### config.mk
export PLATFORM = sky130hd
export DESIGN_NAME = slm_loop_mux
export DESIGN_NICKNAME = d
export VERILOG_FILES = /design/src/slm_link_rx.v /design/src/slm_loop_mux.v
export VERILOG_INCLUDE_DIRS = /design/src
export SDC_FILE = /design/constraint.sdc
export NUM_CORES = 1
export LEC_CHECK = 0
export BUFFER_PORTS_ARGS = -buffer_cell sky130_fd_sc_hd__buf_4
export CELL_PAD_IN_SITES_DETAIL_PLACEMENT = 1
export CELL_PAD_IN_SITES_GLOBAL_PLACEMENT = 1
export CORE_ASPECT_RATIO = 2
export CORE_UTILIZATION = 42
export CTS_CLUSTER_DIAMETER = 80
export DETAILED_ROUTE_END_ITERATION = 6
export HOLD_SLACK_MARGIN = 0.05
export PLACE_DENSITY = 0.72
export SLEW_MARGIN = 5
export SYNTH_ARGS = -nofsm -noshare
export SYNTH_HDL_FRONTEND = slang
export SYNTH_HIERARCHICAL = 1
export SYNTH_SLANG_ARGS = --single-unit
### constraint.sdc
create_clock -name clk_i -period 3.1 [get_ports clk_i]
set_input_delay 0.155 -clock clk_i [delete_from_list [all_inputs] [get_ports clk_i]]
set_output_delay 0.155 -clock clk_i [all_outputs]
set_load 0.03 [all_outputs]
### src/slm_defines.vh
// constants for the serial loop multiplexer
// Contract
// - unsynchronized input loop bits pass unchanged
// - hunt loop end plus empty, 24 bits
// - replace detected loop end with empty
// - synchronized: stop latching new adapter requests
// - lowest slot number wins the grant
// - 32 request lines in, 32 selects out
// - end frame on last byte or 16 cells
// - frames follow back to back, no gaps
// - overwrite cells with bytes, close with checksum
// - empty next cell: serve next pending adapter
// - busy next cell: checksum, loop end, unsync
// - all served: loop end, empty, then unsync
// - checksum poly x8+x7+x6+x+1, through id nibble
// - restart cell flags error to last sender
// - output loop syncs on empty, frames at address
// - broadcast address, pass cells until checksum
// - checksum mismatch flagged at frame end, same cycle
// - regenerate loop clock, forward loop data
// - cells are 12 bits, clock plus data
// - over 16 output cells: error, disconnect
`ifndef SLM_DEFINES_VH
`define SLM_DEFINES_VH

// ****************************************
// cell layout: id in [11:8], payload [7:0], msb sent first
// ****************************************
`define SLM_CELL_MSB 11
`define SLM_LAST_BIT 4'hb
`define SLM_ID_EMPTY 4'h0
`define SLM_ID_NULL 4'h1
`define SLM_ID_ADDR 4'h2
`define SLM_ID_DATA 4'h3
`define SLM_ID_CHK 4'h4
`define SLM_ID_LOOP_END 4'he
`define SLM_ID_RESTART 4'hf
`define SLM_CELL_EMPTY 12'h000
`define SLM_CELL_LOOP_END 12'he00
`define SLM_CELL_RESTART 12'hf00
`define SLM_SYNC_PAT 24'he0_0000

// ****************************************
// checksum and frame limits
// ****************************************
`define SLM_CRC_POLY 8'hc3
`define SLM_CRC_ID_BITS 4'h4
`define SLM_CELL_BITS 4'hc
`define SLM_MAX_CELLS 5'h10
`define SLM_LAST_BYTE 4'hf

// ****************************************
// timing
// ****************************************
`define SLM_SYS_NS 10
`define SLM_LINK_HALF_NS 40
`define SLM_REGEN_CYC (`SLM_LINK_HALF_NS / `SLM_SYS_NS)

`endif

### src/slm_link_rx.v
// loop link receiver: synchroniser, bit strobe and clock regeneration
`timescale 1ns/100ps
`include "slm_defines.vh"

module slm_link_rx (
    input wire clk_i,
    input wire rstn_i,
    input wire lclk_i,
    input wire ldat_i,
    output reg bit_stb_o,
    output reg bit_o,
    output wire lclk_o
);
    localparam DLY = `SLM_REGEN_CYC;

    reg clk_s1_r;
    reg clk_s2_r;
    reg clk_s3_r;
    reg dat_s1_r;
    reg dat_s2_r;
    reg [DLY-1:0] dly_r;

    // ****************************************
    // two-stage sync, rising edge of link clock
    // ****************************************
    always @(posedge clk_i or negedge rstn_i) begin
        if (!rstn_i) begin
            clk_s1_r <= 1'b0;
            clk_s2_r <= 1'b0;
            clk_s3_r <= 1'b0;
            dat_s1_r <= 1'b0;
            dat_s2_r <= 1'b0;
            bit_stb_o <= 1'b0;
            bit_o <= 1'b0;
            dly_r <= {DLY{1'b0}};
        end else begin
            clk_s1_r <= lclk_i;
            clk_s2_r <= clk_s1_r;
            clk_s3_r <= clk_s2_r;
            dat_s1_r <= ldat_i;
            dat_s2_r <= dat_s1_r;
            bit_stb_o <= clk_s2_r & ~clk_s3_r;
            if (clk_s2_r & ~clk_s3_r) begin
                bit_o <= dat_s2_r;
            end
            // delayed copy puts the regenerated edge mid-bit
            dly_r <= {dly_r[DLY-2:0], clk_s2_r};
        end
    end

    assign lclk_o = dly_r[DLY-1];
endmodule

### src/slm_loop_mux.v
// serial loop multiplexer: input loop framer and output loop distributor
`timescale 1ns/100ps
`include "slm_defines.vh"

module slm_loop_mux (
    input wire clk_i,
    input wire rstn_i,
    input wire in_clk_i,
    input wire in_dat_i,
    output reg in_clk_o,
    output reg in_dat_o,
    input wire out_clk_i,
    input wire out_dat_i,
    output reg out_clk_o,
    output reg out_dat_o,
    input wire [31:0] req_i,
    input wire [10:0] in_byte_i,
    input wire in_last_i,
    output reg [31:0] in_sel_o,
    output reg in_stb_o,
    output reg [31:0] in_err_o,
    output reg in_sync_o,
    output reg [10:0] obus_data_o,
    output reg obus_addr_stb_o,
    output reg obus_data_stb_o,
    output reg obus_end_o,
    output reg obus_err_o,
    output reg out_sync_o
);
    localparam ST_HUNT = 7'b000_0001;
    localparam ST_FIRST = 7'b000_0010;
    localparam ST_FRAME = 7'b000_0100;
    localparam ST_CRC = 7'b000_1000;
    localparam ST_END = 7'b001_0000;
    localparam ST_TAIL = 7'b010_0000;
    localparam ST_ENDX = 7'b100_0000;

    // ****************************************
    // shared arithmetic
    // ****************************************
    function [7:0] crc_bits;
        input [7:0] c;
        input [11:0] d;
        input [3:0] n;
        integer i;
        reg [7:0] a;
        reg fb;
        begin
            a = c;
            for (i = 0; i < 12; i = i + 1) begin
                if (i < n) begin
                    fb = a[7] ^ d[11-i];
                    a = {a[6:0], 1'b0} ^ (fb ? `SLM_CRC_POLY : 8'h00);
                end
            end
            crc_bits = a;
        end
    endfunction

    function [4:0] pick_slot;
        input [31:0] p;
        integer i;
        begin
            pick_slot = 5'h00;
            for (i = 31; i >= 0; i = i - 1) begin
                if (p[i]) begin
                    pick_slot = i[4:0]; // lowest slot, nearest the card
                end
            end
        end
    endfunction

    function [31:0] slot_bit;
        input [4:0] idx;
        begin
            slot_bit = 32'h0000_0001 << idx;
        end
    endfunction

    // ****************************************
    // link front ends
    // ****************************************
    wire ib_stb;
    wire ib_bit;
    wire ib_clk;
    wire ob_stb;
    wire ob_bit;
    wire ob_clk;

    slm_link_rx u_in_link (
        .clk_i(clk_i),
        .rstn_i(rstn_i),
        .lclk_i(in_clk_i),
        .ldat_i(in_dat_i),
        .bit_stb_o(ib_stb),
        .bit_o(ib_bit),
        .lclk_o(ib_clk)
    );

    slm_link_rx u_out_link (
        .clk_i(clk_i),
        .rstn_i(rstn_i),
        .lclk_i(out_clk_i),
        .ldat_i(out_dat_i),
        .bit_stb_o(ob_stb),
        .bit_o(ob_bit),
        .lclk_o(ob_clk)
    );

    // ****************************************
    // adapter pin synchronisers
    // ****************************************
    reg [31:0] req_s1_r;
    reg [31:0] req_s2_r;
    reg [11:0] byte_s1_r;
    reg [11:0] byte_s2_r;

    always @(posedge clk_i or negedge rstn_i) begin
        if (!rstn_i) begin
            req_s1_r <= 32'h0000_0000;
            req_s2_r <= 32'h0000_0000;
            byte_s1_r <= 12'h000;
            byte_s2_r <= 12'h000;
        end else begin
            req_s1_r <= req_i;
            req_s2_r <= req_s1_r;
            byte_s1_r <= {in_last_i, in_byte_i};
            byte_s2_r <= byte_s1_r;
        end
    end

    wire last_s = byte_s2_r[11];
    wire [11:0] byte_cell = {byte_s2_r[10:0], 1'b0};

    // ****************************************
    // input loop framer
    // ****************************************
    reg [6:0] ist_r;
    reg [23:0] win_r;
    reg [3:0] bitcnt_r;
    reg [11:0] tx_r;
    reg [31:0] pend_r;
    reg [4:0] cur_r;
    reg [4:0] last_r;
    reg last_v_r;
    reg [3:0] bcnt_r;
    reg [7:0] icrc_r;
    reg [11:0] cell_out;

    wire [23:0] win_nxt = {win_r[22:0], ib_bit};
    wire [31:0] pend_left = pend_r & ~slot_bit(cur_r);
    wire [7:0] chk_val = crc_bits(icrc_r, {`SLM_ID_CHK, 8'h00}, `SLM_CRC_ID_BITS);

    always @* begin
        case (ist_r)
            ST_FRAME: cell_out = byte_cell;
            ST_CRC: cell_out = {`SLM_ID_CHK, chk_val};
            ST_END: cell_out = `SLM_CELL_LOOP_END;
            ST_ENDX: cell_out = `SLM_CELL_LOOP_END;
            default: cell_out = `SLM_CELL_EMPTY;
        endcase
    end

    always @(posedge clk_i or negedge rstn_i) begin
        if (!rstn_i) begin
            ist_r <= ST_HUNT;
            win_r <= 24'h00_0000;
            bitcnt_r <= 4'h0;
            tx_r <= 12'h000;
            pend_r <= 32'h0000_0000;
            cur_r <= 5'h00;
            last_r <= 5'h00;
            last_v_r <= 1'b0;
            bcnt_r <= 4'h0;
            icrc_r <= 8'h00;
            in_dat_o <= 1'b0;
            in_clk_o <= 1'b0;
            in_sel_o <= 32'h0000_0000;
            in_stb_o <= 1'b0;
            in_err_o <= 32'h0000_0000;
            in_sync_o <= 1'b0;
        end else begin
            in_stb_o <= 1'b0;
            in_err_o <= 32'h0000_0000;
            in_clk_o <= ib_clk;
            in_sync_o <= (ist_r != ST_HUNT);
            if (ist_r == ST_HUNT) begin
                pend_r <= pend_r | req_s2_r; // latch only while hunting
            end
            if (ib_stb) begin
                win_r <= win_nxt;
                if (win_nxt[11:0] == `SLM_CELL_RESTART && last_v_r) begin
                    in_err_o <= slot_bit(last_r);
                end
                if (ist_r == ST_HUNT) begin
                    if (bitcnt_r != 4'h0) begin
                        // closing cell still going out, pass-through waits for its end
                        in_dat_o <= tx_r[11];
                        tx_r <= {tx_r[10:0], 1'b0};
                        bitcnt_r <= (bitcnt_r == `SLM_LAST_BIT) ? 4'h0 : bitcnt_r + 4'h1;
                    end else begin
                        in_dat_o <= win_r[23];
                    end
                    if (pend_r != 32'h0000_0000 && win_nxt == `SLM_SYNC_PAT) begin
                        ist_r <= ST_FIRST;
                        bitcnt_r <= 4'h0;
                        cur_r <= pick_slot(pend_r);
                        in_sel_o <= slot_bit(pick_slot(pend_r));
                    end
                end else begin
                    bitcnt_r <= (bitcnt_r == `SLM_LAST_BIT) ? 4'h0 : bitcnt_r + 4'h1;
                    if (bitcnt_r != 4'h0) begin
                        in_dat_o <= tx_r[11];
                        tx_r <= {tx_r[10:0], 1'b0};
                    end else begin
                        in_dat_o <= cell_out[11];
                        tx_r <= {cell_out[10:0], 1'b0};
                        case (ist_r)
                            ST_FIRST: begin
                                ist_r <= ST_FRAME;
                                bcnt_r <= 4'h0;
                            end
                            ST_FRAME: begin
                                in_stb_o <= 1'b1;
                                icrc_r <= crc_bits((bcnt_r == 4'h0) ? 8'h00 : icrc_r,
                                    cell_out, `SLM_CELL_BITS);
                                bcnt_r <= bcnt_r + 4'h1;
                                if (last_s || bcnt_r == `SLM_LAST_BYTE) begin
                                    ist_r <= ST_CRC;
                                    in_sel_o <= 32'h0000_0000;
                                    pend_r <= pend_left;
                                    last_r <= cur_r;
                                    last_v_r <= 1'b1;
                                end
                            end
                            ST_CRC: begin
                                if (pend_r == 32'h0000_0000) begin
                                    ist_r <= ST_END;
                                end else if (win_r[11:0] == `SLM_CELL_EMPTY) begin
                                    ist_r <= ST_FRAME;
                                    bcnt_r <= 4'h0;
                                    cur_r <= pick_slot(pend_r);
                                    in_sel_o <= slot_bit(pick_slot(pend_r));
                                end else begin
                                    ist_r <= ST_ENDX;
                                end
                            end
                            ST_END: begin
                                ist_r <= ST_TAIL;
                            end
                            ST_TAIL: begin
                                ist_r <= ST_HUNT;
                            end
                            ST_ENDX: begin
                                ist_r <= ST_HUNT;
                            end
                            default: begin
                                ist_r <= ST_HUNT;
                            end
                        endcase
                    end
                end
            end
        end
    end

    // ****************************************
    // output loop distributor
    // ****************************************
    reg [11:0] owin_r;
    reg [3:0] obit_r;
    reg ofr_r;
    reg [4:0] ocnt_r;
    reg [7:0] ocrc_r;

    wire [11:0] ocell = {owin_r[10:0], ob_bit};
    wire [3:0] oid = ocell[11:8];
    wire oid_ok = (oid == `SLM_ID_EMPTY) || (oid == `SLM_ID_NULL) || (oid == `SLM_ID_ADDR)
        || (oid == `SLM_ID_DATA) || (oid == `SLM_ID_CHK) || (oid == `SLM_ID_LOOP_END)
        || (oid == `SLM_ID_RESTART);

    always @(posedge clk_i or negedge rstn_i) begin
        if (!rstn_i) begin
            // all ones, so the cleared window cannot pass for an empty cell
            owin_r <= 12'hfff;
            obit_r <= 4'h0;
            ofr_r <= 1'b0;
            ocnt_r <= 5'h00;
            ocrc_r <= 8'h00;
            out_clk_o <= 1'b0;
            out_dat_o <= 1'b0;
            out_sync_o <= 1'b0;
            obus_data_o <= 11'h000;
            obus_addr_stb_o <= 1'b0;
            obus_data_stb_o <= 1'b0;
            obus_end_o <= 1'b0;
            obus_err_o <= 1'b0;
        end else begin
            obus_addr_stb_o <= 1'b0;
            obus_data_stb_o <= 1'b0;
            obus_end_o <= 1'b0;
            obus_err_o <= 1'b0;
            out_clk_o <= ob_clk;
            if (ob_stb) begin
                out_dat_o <= ob_bit; // every cell forwarded
                owin_r <= ocell;
                if (!out_sync_o) begin
                    if (ocell == `SLM_CELL_EMPTY) begin
                        out_sync_o <= 1'b1;
                        obit_r <= 4'h0;
                        ofr_r <= 1'b0;
                    end
                end else begin
                    obit_r <= (obit_r == `SLM_LAST_BIT) ? 4'h0 : obit_r + 4'h1;
                    if (obit_r == `SLM_LAST_BIT) begin
                        if (!oid_ok) begin
                            out_sync_o <= 1'b0; // lost alignment, wait for empty
                            if (ofr_r) begin
                                obus_end_o <= 1'b1;
                                obus_err_o <= 1'b1;
                            end
                            ofr_r <= 1'b0;
                        end else if (oid == `SLM_ID_ADDR) begin
                            ofr_r <= 1'b1;
                            ocnt_r <= 5'h01;
                            ocrc_r <= crc_bits(8'h00, ocell, `SLM_CELL_BITS);
                            obus_data_o <= ocell[11:1];
                            obus_addr_stb_o <= 1'b1;
                        end else if (ofr_r && oid == `SLM_ID_CHK) begin
                            ofr_r <= 1'b0;
                            obus_end_o <= 1'b1;
                            obus_err_o <= (ocell[7:0] !=
                                crc_bits(ocrc_r, ocell, `SLM_CRC_ID_BITS));
                        end else if (ofr_r && ocnt_r == `SLM_MAX_CELLS) begin
                            ofr_r <= 1'b0;
                            obus_end_o <= 1'b1;
                            obus_err_o <= 1'b1;
                        end else if (ofr_r) begin
                            ocnt_r <= ocnt_r + 5'h01;
                            ocrc_r <= crc_bits(ocrc_r, ocell, `SLM_CELL_BITS);
                            obus_data_o <= ocell[11:1];
                            obus_data_stb_o <= 1'b1;
                        end
                    end
                end
            end
        end
    end
endmodule

==> reports/qor.yml <==
pwr:
  vdd_ir_drop_max_mv: 0.907
  p_leak_nw: 7.58
  p_seq_share_pct: 34.9
  pwr-share-comb_pct: 40.1
  sw_frac_of_total_pct: 35.8
  internal_power_mw: 9.53
  power.density_nw_per_um2: 874
  clkPwrFrac_pct: 25.0
  switchingPower_mw: 5.30
  power_mw: 14.8
routing:
  drtIter0Drc: 385
  num_vias: 9714
  wirelength_mm: 35.2
  drt-vias-per-instance: 5.18
  final_antenna_net_count: 0
  dr.pass1.iters: 5
  avgRoutedWirePerCell_um: 18.7
  drc: 0
yosys:
  synthFlopType: "dfrtp_1"
  synth-async-reset-ratio_pct: 100
  ys_seq_area_share_pct: 60.7
  ys_types: 75
  synth_area_um2: 13400
  synth_area_per_cell_um2: 11.3
  synth_nets: 1245
  ys_seq_elements: 324
  synthCells: 1185
  synth_edf_count: 0
  yosysWarnings: 6
grt:
  antenna_found_initial: 0
  grt_pass1_vias: 10800
  grt.total_usage_pct: 22.4
  grt_max_degree: 106
  overflow: 0
  grt_pass1_wl_mm: 56.3
sta:
  finalClockSkew_ns: 0.0102
  hold_viol: 0
  holdWs_ns: 0.232
  fin_crit_ns: 3.08
  setup_viol: 0
  fmax_ghz: 0.325
  worst_pin_slew_ns: 0.788
  slew_headroom_pct: 47.5
  min_period_over_period_pct: 99.2
  slew_violations: 0
job:
  max-cap-violations: 0
critical_path:
  worstPathMaxFanout: 8
  worstPathArrival_ns: 3.53
  cp.required_ns: 3.55
  ff2ff_path_depth: 11
  path_class: "reg -> reg"
  start_kind: "flip-flop"
  worstSetupEndpointType: "flip-flop"
finish:
  multi_input_area_um2: 5060
  drive_gt1_share_pct: 24.8
  final.fill_count: 3352
  fin_nets: 1492
  diodes: 0
  regArea_um2: 8120
  layout_commonest_cell: "dfrtp_1"
  mostFrequentLayoutCells: "dfrtp_1 (311), buf_4 (208), nand2_1 (161)"
  area_delta_synth_final_pct: 26.7
placed_design:
  portBuffers: 135
  hpwl_mm: 25.3
  gp_congestion: 0.854
clock_tree:
  cts_tree: "done"
  htree_levels: 1
  insertion_delay_ns: 0.57
  clock-sinks: 324
  cts.clk_slew.worst_paths_ns: 0.07
  cts_buffers: 28
  cts.path.max_buffers: 3
  cts-root-buf: "clkbuf_16"
floorplan:
  die_height_um: 255
  start_util_pct: 42.6
  core_um2: 31400
  dieArea_um2: 32600
  rows: 92
  ios: 136
  die_w_um: 128
hold_path:
  min_path_type: "in -> reg"
  holdPathStages: 2
outcome:
  status: "completed"
==> path summary, 6_finish.rpt <==
check                                     from            to  slack, ns
max                                   ist_r[1]     icrc_r[7]       0.02
min                                   req_i[8]   req_s1_r[8]       0.23
max reg2reg                           ist_r[1]     icrc_r[7]       0.02
min reg2reg                u_out_link/dly_r[3]     out_clk_o       0.35
max in group asynchronous               rstn_i     owin_r[0]       1.94
min in group asynchronous               rstn_i  in_sel_o[22]       0.25
==> routing by layer <==
layer	share of wire [%]	track usage, %	up-vias
li1	-	-	4544
met1	34	22.1	4891
met2	59	44.8	192
met3	2.5	2.16	87
met4	4.6	11.5	0
met5	0	0	-
==> area by class of cell <==
cell class | count | area share (%)
Inverter | 32 | 0.708
Clock buffer | 36 | 4.49
Tap cell | 423 | 3.12
Timing Repair Buffer | 262 | 12.7
Clock inverter | 16 | 1.31
Sequential cell | 324 | 47.9
Multi-Input combinational cell | 784 | 29.8
==> cells by family (layout without fill, tap and decap cells) <==
family,Yosys count,after routing,share of synthesized area (%)
AND/OR/NAND/NOR,380,380,13.6
XOR/XNOR,108,108,7.96
AO/OA/AOI/OAI,241,241,10.6
buffers and inverters,77,346,2.38
adder cells (fa/ha/maj),10,10,0.934
multiplexers,45,45,3.82
flip-flops,324,324,60.7
==> timing repair <==
action | CTS | global route
hold endpoints to repair | 144 | 0
gates resized for setup | 2 | 22
setup buffers | 0 | 9
pin swaps | 0 | 9
gates cloned | 0 | 0
hold buffers | 49 | 0
endpoints found under the setup margin | 1 | 53
==> power by group through the flow <==
stage / sequential [mW] / clock [mW] / combinational [mW]
floorplan: 5.11 / 0 / 4.13
global placement: 5.22 / 0 / 5.75
detailed placement: 5.25 / 0 / 5.83
CTS: 5.18 / 3.82 / 5.92
global route: 5.24 / 3.97 / 6.51
finish: 5.18 / 3.71 / 5.94
==> registers in the layout (all words and copies together), names as in the netlist, 7 cells and up <==
register and flops:
pend_r 32, in_sel_o 32, obus_data_o 11, ocrc_r 8, win_r 24, in_err_o 32
byte_s1_r 12, icrc_r 8, req_s1_r 32, ist_r 7, req_s2_r 32, tx_r 11
owin_r 11, byte_s2_r 12
==> critical path, stage by stage, from the launching register on <==
cell and delay [ns]:
dfrtp_1 0.39, or4_4 0.60, nor2_1 0.21, buf_4 0.18, or3_1 0.10, o21ai_0 0.09
xor2_1 0.25, xnor3_2 0.51, xnor2_2 0.24, xor2_2 0.19, xnor2_1 0.14, o21ai_1 0.07
==> cells in the mapped netlist (all sizes together) (11+ instances only) <==
cell type	instances	share of area, %
dfrtp	312	58
nor2	91	2.6
nand2	162	4.6
buf	18	0.73
a21oi	75	2.8
inv	32	0.90
o31ai	22	1.2
mux2	43	3.7
nand3	16	0.64
xor2	29	2.0
nand2b	12	0.56
clkbuf	27	0.76
a22o	11	0.72
nor4	11	0.63
o21ai	88	3.3
xnor2	75	5.3
dfstp	12	2.4
nor3	23	0.93
==> per-stage QoR <==
stage               util (%)  instances  setup slack, ns  TNS (ns)  area (um^2)
detailed placement      48.7       1767          -0.0125   -0.0125        15300
floorplan                  -       1185           0.0869         0        13400
global placement        48.7       1767           0.0575         0        15300
finish                  54.0       1877           0.0235         0        17000
global route            54.0       1877          -0.0443   -0.0538        17000
CTS                     53.4       1868           0.0383         0        16800
Note: power is estimated with default switching activity, not from simulation.
